### src/hw/piwc_defines.svh
// register offsets, field positions, reset values and cycle counts
`ifndef PIWC_DEFINES_SVH
`define PIWC_DEFINES_SVH

// register indices inside one socket
`define PIWC_IDX_CTRL        6'h07
`define PIWC_IDX_W0_START_LO 6'h08
`define PIWC_IDX_W0_START_HI 6'h09
`define PIWC_IDX_W0_END_LO   6'h0A
`define PIWC_IDX_W0_END_HI   6'h0B
`define PIWC_IDX_W1_START_LO 6'h0C
`define PIWC_IDX_W1_START_HI 6'h0D
`define PIWC_IDX_W1_END_LO   6'h0E
`define PIWC_IDX_W1_END_HI   6'h0F

// memory space: socket base plus this block, plus the index
`define PIWC_MEM_BLOCK       6'h20
// second socket sits this far above the first in the index space
`define PIWC_SOCKET_STRIDE   8'h40

// control register fields, per window at a stride of four bits
`define PIWC_WIN_FIELD_STRIDE 4
`define PIWC_BIT_WIDTH_SELECT 0
`define PIWC_BIT_CARD_SIZED   1
`define PIWC_BIT_NARROW_FAST  2
`define PIWC_BIT_WIDE_WAIT    3

// reset values
`define PIWC_RST_CTRL        8'h00
`define PIWC_RST_ADDR        16'h0000

// card cycle lengths in ISA-equivalent cycles
`define PIWC_ISA_NARROW_STD  4'h6
`define PIWC_ISA_NARROW_FAST 4'h3
`define PIWC_ISA_WIDE_STD    4'h3
`define PIWC_ISA_WIDE_EXTRA  4'h1

`endif

### src/hw/piwc_pkg.sv
// types shared by the I/O window configuration block
`default_nettype none
package piwc_pkg;

   // data width of a card I/O cycle
   typedef enum logic {
      PIWC_W8  = 1'b0,
      PIWC_W16 = 1'b1
   } piwc_width_t;

   // decoded register selection
   typedef enum logic [3:0] {
      PIWC_SEL_NONE  = 4'h0,
      PIWC_SEL_CTRL  = 4'h1,
      PIWC_SEL_S0_LO = 4'h2,
      PIWC_SEL_S0_HI = 4'h3,
      PIWC_SEL_E0_LO = 4'h4,
      PIWC_SEL_E0_HI = 4'h5,
      PIWC_SEL_S1_LO = 4'h6,
      PIWC_SEL_S1_HI = 4'h7,
      PIWC_SEL_E1_LO = 4'h8,
      PIWC_SEL_E1_HI = 4'h9
   } piwc_sel_t;

endpackage
`default_nettype wire

### src/hw/piwc_io_window_config.sv
// I/O window timing, sizing and address registers for one card socket
`include "piwc_defines.svh"
`default_nettype none

module piwc_io_window_config #(
   parameter logic       SOCKET_ID   = 1'b0,
   parameter logic [3:0] NARROW_STD  = `PIWC_ISA_NARROW_STD,
   parameter logic [3:0] NARROW_FAST = `PIWC_ISA_NARROW_FAST,
   parameter logic [3:0] WIDE_STD    = `PIWC_ISA_WIDE_STD,
   parameter logic [3:0] WIDE_EXTRA  = `PIWC_ISA_WIDE_EXTRA
) (
   // clock, reset, enable
   input  wire logic        core_clk,
   input  wire logic        sys_rst,
   input  wire logic        clk_en,
   // memory-mapped register access, offset inside socket space
   input  wire logic        mem_req,
   input  wire logic        mem_wr,
   input  wire logic [11:0] mem_addr,
   input  wire logic [7:0]  mem_wdata,
   output logic             mem_ack,
   output logic [7:0]       mem_rdata,
   // indexed compatibility register access
   input  wire logic        idx_req,
   input  wire logic        idx_wr,
   input  wire logic [7:0]  idx_index,
   input  wire logic [7:0]  idx_wdata,
   output logic             idx_ack,
   output logic [7:0]       idx_rdata,
   // window enables from the address window enable register
   input  wire logic        io_window0_enable,
   input  wire logic        io_window1_enable,
   // host I/O cycle lookup
   input  wire logic        io_req,
   input  wire logic [15:0] io_addr,
   input  wire logic        card_iois16,
   output logic             io_done,
   output logic             io_claim,
   output logic             io_window,
   output logic             io_wide,
   output logic [3:0]       io_isa_cycles
);

   if (NARROW_FAST == 4'h0 || NARROW_STD == 4'h0 || WIDE_STD == 4'h0 ||
       5'(WIDE_STD) + 5'(WIDE_EXTRA) > 5'h0F) begin : g_bad_len
      $error("piwc: cycle length parameters out of range");
   end

   ////////////////////////////////////////////////////////////////////////
   // register storage and decode

   logic [7:0]         ctrl;
   logic [15:0]        win_start [2];
   logic [15:0]        win_end   [2];
   piwc_pkg::piwc_sel_t mem_sel;
   piwc_pkg::piwc_sel_t idx_sel;
   piwc_pkg::piwc_sel_t wr_sel;
   logic [7:0]         wr_data;

   function automatic piwc_pkg::piwc_sel_t decode(input logic [5:0] idx);
      piwc_pkg::piwc_sel_t s;
      case (idx)
         `PIWC_IDX_CTRL:        s = piwc_pkg::PIWC_SEL_CTRL;
         `PIWC_IDX_W0_START_LO: s = piwc_pkg::PIWC_SEL_S0_LO;
         `PIWC_IDX_W0_START_HI: s = piwc_pkg::PIWC_SEL_S0_HI;
         `PIWC_IDX_W0_END_LO:   s = piwc_pkg::PIWC_SEL_E0_LO;
         `PIWC_IDX_W0_END_HI:   s = piwc_pkg::PIWC_SEL_E0_HI;
         `PIWC_IDX_W1_START_LO: s = piwc_pkg::PIWC_SEL_S1_LO;
         `PIWC_IDX_W1_START_HI: s = piwc_pkg::PIWC_SEL_S1_HI;
         `PIWC_IDX_W1_END_LO:   s = piwc_pkg::PIWC_SEL_E1_LO;
         `PIWC_IDX_W1_END_HI:   s = piwc_pkg::PIWC_SEL_E1_HI;
         default:               s = piwc_pkg::PIWC_SEL_NONE;
      endcase
      return s;
   endfunction

   function automatic logic [7:0] read_reg(input piwc_pkg::piwc_sel_t s,
                                           input logic [7:0]  c,
                                           input logic [15:0] s0,
                                           input logic [15:0] e0,
                                           input logic [15:0] s1,
                                           input logic [15:0] e1);
      logic [7:0] d;
      case (s)
         piwc_pkg::PIWC_SEL_CTRL:  d = c;
         piwc_pkg::PIWC_SEL_S0_LO: d = s0[7:0];
         piwc_pkg::PIWC_SEL_S0_HI: d = s0[15:8];
         piwc_pkg::PIWC_SEL_E0_LO: d = e0[7:0];
         piwc_pkg::PIWC_SEL_E0_HI: d = e0[15:8];
         piwc_pkg::PIWC_SEL_S1_LO: d = s1[7:0];
         piwc_pkg::PIWC_SEL_S1_HI: d = s1[15:8];
         piwc_pkg::PIWC_SEL_E1_LO: d = e1[7:0];
         piwc_pkg::PIWC_SEL_E1_HI: d = e1[15:8];
         default:                  d = 8'h00;
      endcase
      return d;
   endfunction

   // memory decode: block 800h..83Fh of the socket space
   always_comb begin
      if (mem_addr[11:6] == `PIWC_MEM_BLOCK) begin
         mem_sel = decode(mem_addr[5:0]);
      end else begin
         mem_sel = piwc_pkg::PIWC_SEL_NONE;
      end
   end

   // index decode: only this socket's 40h-wide slot answers
   always_comb begin
      if (idx_index[7:6] == {1'b0, SOCKET_ID}) begin
         idx_sel = decode(idx_index[5:0]);
      end else begin
         idx_sel = piwc_pkg::PIWC_SEL_NONE;
      end
   end

   // memory port wins when both ports write in the same cycle
   always_comb begin
      wr_sel  = piwc_pkg::PIWC_SEL_NONE;
      wr_data = 8'h00;
      if (mem_req && mem_wr && mem_sel != piwc_pkg::PIWC_SEL_NONE) begin
         wr_sel  = mem_sel;
         wr_data = mem_wdata;
      end else if (idx_req && idx_wr &&
                   idx_sel != piwc_pkg::PIWC_SEL_NONE) begin
         wr_sel  = idx_sel;
         wr_data = idx_wdata;
      end
   end

   always_ff @(posedge core_clk) begin
      if (sys_rst) begin
         ctrl <= `PIWC_RST_CTRL;
      end else if (clk_en && wr_sel == piwc_pkg::PIWC_SEL_CTRL) begin
         ctrl <= wr_data;
      end
   end

   always_ff @(posedge core_clk) begin
      if (sys_rst) begin
         win_start[0] <= `PIWC_RST_ADDR;
         win_start[1] <= `PIWC_RST_ADDR;
      end else if (clk_en) begin
         case (wr_sel)
            piwc_pkg::PIWC_SEL_S0_LO: win_start[0][7:0]  <= wr_data;
            piwc_pkg::PIWC_SEL_S0_HI: win_start[0][15:8] <= wr_data;
            piwc_pkg::PIWC_SEL_S1_LO: win_start[1][7:0]  <= wr_data;
            piwc_pkg::PIWC_SEL_S1_HI: win_start[1][15:8] <= wr_data;
            default: ;
         endcase
      end
   end

   always_ff @(posedge core_clk) begin
      if (sys_rst) begin
         win_end[0] <= `PIWC_RST_ADDR;
         win_end[1] <= `PIWC_RST_ADDR;
      end else if (clk_en) begin
         case (wr_sel)
            piwc_pkg::PIWC_SEL_E0_LO: win_end[0][7:0]  <= wr_data;
            piwc_pkg::PIWC_SEL_E0_HI: win_end[0][15:8] <= wr_data;
            piwc_pkg::PIWC_SEL_E1_LO: win_end[1][7:0]  <= wr_data;
            piwc_pkg::PIWC_SEL_E1_HI: win_end[1][15:8] <= wr_data;
            default: ;
         endcase
      end
   end

   ////////////////////////////////////////////////////////////////////////
   // register read answers, one cycle after the request; old value on
   // a read that meets a write

   always_ff @(posedge core_clk) begin
      if (sys_rst) begin
         mem_ack   <= 1'b0;
         mem_rdata <= 8'h00;
      end else if (clk_en) begin
         mem_ack   <= mem_req && mem_sel != piwc_pkg::PIWC_SEL_NONE;
         mem_rdata <= read_reg(mem_sel, ctrl, win_start[0], win_end[0],
                               win_start[1], win_end[1]);
      end
   end

   always_ff @(posedge core_clk) begin
      if (sys_rst) begin
         idx_ack   <= 1'b0;
         idx_rdata <= 8'h00;
      end else if (clk_en) begin
         idx_ack   <= idx_req && idx_sel != piwc_pkg::PIWC_SEL_NONE;
         idx_rdata <= read_reg(idx_sel, ctrl, win_start[0], win_end[0],
                               win_start[1], win_end[1]);
      end
   end

   ////////////////////////////////////////////////////////////////////////
   // per-window hit, width and cycle length

   logic [1:0]              win_en;
   logic [1:0]              hit;
   piwc_pkg::piwc_width_t   win_width [2];
   logic [3:0]              win_cycles [2];

   assign win_en = {io_window1_enable, io_window0_enable};

   for (genvar w = 0; w < 2; w++) begin : g_win
      localparam int B = w * `PIWC_WIN_FIELD_STRIDE;
      // enable gates the range compare
      assign hit[w] = win_en[w] && io_addr >= win_start[w] &&
                      io_addr <= win_end[w];
      // auto-size overrides the size bit
      assign win_width[w] = ctrl[B + `PIWC_BIT_CARD_SIZED] ?
                            piwc_pkg::piwc_width_t'(card_iois16) :
                            piwc_pkg::piwc_width_t'(
                               ctrl[B + `PIWC_BIT_WIDTH_SELECT]);
      // wait bit only on wide cycles, fast bit only on narrow ones
      assign win_cycles[w] =
         (win_width[w] == piwc_pkg::PIWC_W16) ?
            (ctrl[B + `PIWC_BIT_WIDE_WAIT] ?
               4'(WIDE_STD + WIDE_EXTRA) : WIDE_STD) :
            (ctrl[B + `PIWC_BIT_NARROW_FAST] ?
               NARROW_FAST : NARROW_STD);
   end

   // window 0 wins where both ranges overlap
   always_ff @(posedge core_clk) begin
      if (sys_rst) begin
         io_done       <= 1'b0;
         io_claim      <= 1'b0;
         io_window     <= 1'b0;
         io_wide       <= 1'b0;
         io_isa_cycles <= 4'h0;
      end else if (clk_en) begin
         io_done <= io_req;
         if (io_req && hit[0]) begin
            io_claim      <= 1'b1;
            io_window     <= 1'b0;
            io_wide       <= win_width[0];
            io_isa_cycles <= win_cycles[0];
         end else if (io_req && hit[1]) begin
            io_claim      <= 1'b1;
            io_window     <= 1'b1;
            io_wide       <= win_width[1];
            io_isa_cycles <= win_cycles[1];
         end else begin
            io_claim      <= 1'b0;
            io_window     <= 1'b0;
            io_wide       <= 1'b0;
            io_isa_cycles <= 4'h0;
         end
      end
   end

   ////////////////////////////////////////////////////////////////////////
   // checks

   logic take1;
   logic take0;
   assign take1 = clk_en && io_req && !hit[0] && hit[1];
   assign take0 = clk_en && io_req && hit[0];
endmodule
`default_nettype wire

### config.mk
export PLATFORM = sky130hd
export DESIGN_NAME = piwc_io_window_config
export DESIGN_NICKNAME = d
export VERILOG_FILES = /design/src/hw/piwc_pkg.sv /design/src/hw/piwc_io_window_config.sv
export VERILOG_INCLUDE_DIRS = /design/src /design/src/hw
export SDC_FILE = /design/constraint.sdc
export NUM_CORES = 1
export LEC_CHECK = 0
export ABC_AREA = 0
export CAP_MARGIN = 10
export CORE_MARGIN = 3
export CORE_UTILIZATION = 38
export CTS_CLUSTER_SIZE = 24
export DETAILED_ROUTE_END_ITERATION = 10
export DONT_BUFFER_PORTS = 1
export GPL_TIMING_DRIVEN = 0
export MAX_ROUTING_LAYER = met4
export PLACE_DENSITY = 0.58
export SYNTH_ARGS = -nofsm -noshare
export SYNTH_HDL_FRONTEND = slang
export SYNTH_SLANG_ARGS = --single-unit
### constraint.sdc
create_clock -name core_clk -period 5.26 [get_ports core_clk]
set_input_delay 0.789 -clock core_clk [delete_from_list [all_inputs] [get_ports core_clk]]
set_output_delay 0.789 -clock core_clk [all_outputs]
set_load 0.01 [all_outputs]
==> impl_results.md <==
* Outcome: complete, no violations
* Most used cell, CP: nor3_1
* Unrepaired setup endpoints after global routing: false
* First-pass GRT wire length at 34600 um
* Drt first-iter violations at 586
* Largest net degree at the start of global routing at 17
* Vias in the first global route at 5595
* Slowest cell delay on critical path at 0.81 ns
* Number of buffers created by CTS at 9
* Via/cell ratio at 6.12
* Area of the multi-input gates at 0.00353 mm2
* Post_cts resized at 0
* Class of the most critical setup path: in2reg
* Final core occ at 42.5%
* Die footprint at 0.0187 mm2
* Final setup vio count at 0
* DRC at 0
* Peak VDD IR at 0.149 mV
* Total GRT Usage at 26.2%
* Routed wire length at 23400 um
* Setup TNS at 0 ns
* Slew HR at 18.0%
* Register area at 0.00258 mm2
* Synth area leader: edfxtp_1
* Commonest non-fill, non-tap cell in the layout: nor2_1
* Cell leakage power at 2.76 nW
* Synth async-reset ratio at 0%
* Worst-skew pair later-pin latency at 0.35 ns
* Hpwl dp at 19700 um
* #FFs+latches synth at 97
* WL per Instance at 25.5 um
* Area Overhead vs Synth at 8.84%
* CP max FO at 8
* Worst Tran Pin Value at 1.21 ns
* Initial Util at 39.0%
* Post-synth EDFFs at 64
* Std-Cell Core Area at 0.0166 mm2
* CP endpoint kind: register
* Share of cells above drive strength 1 at 7.31%
* Final Skew at 0.00785 ns
* CTS tree: built
* CTS Hold Buffers Added at 0
* Chip width at 137 um
* Mapped Cells at 681
* CTS Buffer Depth at 2
* Final worst-path cycle share at 66.2%
* H-tree depth at 3
* Antenna violations before repair at 0
* Post-CTS Setup Bufs at 0
* Top post-synthesis cells by area: edfxtp_1 30%, ha_1 13%, dfxtp_1 10%, nor2_1 4.8%, inv_1 3.6%
* Crit-path slowest cell: nor3_1
* Yosys cell types at 69
* Cell Rows at 47
* Synth Cell Area at 0.00649 mm2
* Worst path cell trace: or4_4 > buf_6 > nor3_4 > nor3_1 > nor3_1 > a22oi_1 > nor2_1
* Via count at 5615
* TritonRoute pass-1 iters at 8
* RD Place Congestion at 0.988
* Worst Hold Class: reg2reg
* Ys Warns at 0
* F_max at 0.287 GHz
* Ports at 89
* Total global routing overflow at 0
* Top-area cell type share of the netlist area at 29.6%
* Ys flop type: edfxtp_1
* Synth Area per Inst at 9.54 um2
* Fin. max-slew vios at 0
* DRT antenna net count at 0
* Fill cells at 1617
* Fin. Hold Viols at 0
* Critical Path RT at 5.41 ns
* Power per cell area at 246 mW/mm2
* Post-synth net total at 810
* N_diodes at 0
* Final net count at 822
* Most frequent cells in the layout: 83 x nor2_1, 66 x ha_1, 64 x edfxtp_1, 63 x inv_1, 47 x nand2_1
* Die Span Y at 137 um
* Sink Count at 97
* Port Buffers at 0
* Max-cap violations at 0
* Root Buffer: clkbuf_16
* CP arrival at 3.63 ns
* Seq/Total Area, Yosys at 39.8%
* Crit path time final at 3.48 ns
* Clk slew on worst S/H paths at 0.07 ns
* Startpoint types: input pin
==> sequential cells by signal, summed over array words and instances, names as in the netlist <==
signal / cells
win_end: 32
win_start: 32
ctrl: 8
idx_rdata: 8
mem_rdata: 8
io_isa_cycles: 3
idx_ack: 1
io_claim: 1
io_done: 1
io_wide: 1
io_window: 1
mem_ack: 1
==> power by group <==
group          total (mW)  internal [mW]  switching (mW)
clock network       0.659          0.371           0.289
registers           0.880          0.839          0.0408
logic               0.197         0.0756           0.121
total                1.74           1.29           0.451
==> critical path: cells and delay by family <==
kind | cells | cell delay (ns)
compound gates | 1 | 0.44
buf+inv | 1 | 0.15
simple gates | 5 | 2.23
==> layout make-up <==
type | instances | area share, %
plain buffers | 26 | 2.00
clock buffers | 10 | 3.24
clock inverters | 6 | 0.920
inverters | 64 | 3.40
multi-input cells | 494 | 49.9
flip-flops and latches | 97 | 36.5
well taps | 220 | 3.89
repair buffers | 1 | 0.0708
==> metal layers <==
| layer | GRT usage [%] | wire (um) | vias up |
|---|---|---|---|
| met1 | 33.6 | 9820 | 2692 |
| li1 | - | - | 2598 |
| met2 | 40.8 | 10900 | 287 |
| met3 | 4.63 | 1920 | 38 |
| met4 | 11.1 | 820 | 0 |
| met5 | - | 0 | - |
==> synthesized netlist by cell type (4+ instances only) <==
cell and instances:
dfxtp_1 33, buf_2 4, nor3_1 13, a31oi_1 7, a211o_1 7, a21oi_1 38
o21ai_0 17, o22ai_1 11, a211oi_1 6, nand2b_1 7, clkbuf_1 13, edfxtp_1 64
ha_1 66, a222oi_1 16, nand2_1 47, inv_1 63, a221oi_1 4, nor2_1 83
a22oi_1 26, nor2b_1 6, o21bai_1 4, mux2i_1 19, mux2_2 5, buf_1 4
a211oi_2 8, nand3_1 12, a21o_1 17, o21a_1 4, and3_1 6, nand4_1 11
==> kinds of logic after synthesis <==
group | synth area share (%)
AND/OR/NAND/NOR | 15.6
AO/OA/AOI/OAI | 21.9
flip-flops | 39.8
buffers and inverters | 5.88
adder cells (fa/ha/maj) | 12.7
multiplexers | 4.14
other | 0.0577
==> worst paths after layout <==
check	slack (ns)	cells past startpoint	start	to
worst min-delay path	0.51	2	idx_ack$_SDFFE_PP0P_	idx_ack$_SDFFE_PP0P_
worst max register to register	1.93	9	win_end[1][14]$_DFFE_PP_	io_wide$_SDFFE_PP0P_
worst max-delay path	1.78	7	idx_index[5]	win_start[0][1]$_DFFE_PP_
worst min register to register	0.51	2	idx_ack$_SDFFE_PP0P_	idx_ack$_SDFFE_PP0P_
==> per-stage QoR <==
step | worst slack (ns) | total power, mW | instance area [um2] | hold slack, ns | cells
final | 1.78 | 1.74 | 7070 | 0.512 | 918
after global routing | 1.53 | 1.80 | 7070 | 0.536 | 918
after CTS | 1.75 | 1.74 | 7060 | 0.520 | 917
after detailed placement | 1.40 | 1.09 | 6770 | 0.509 | 901
after global placement | 1.47 | 1.08 | 6770 | 0.507 | 901
after floorplan | 2.15 | 1.01 | 6490 | 0.483 | 681
No activity file was read; power rests on OpenSTA's default activity.
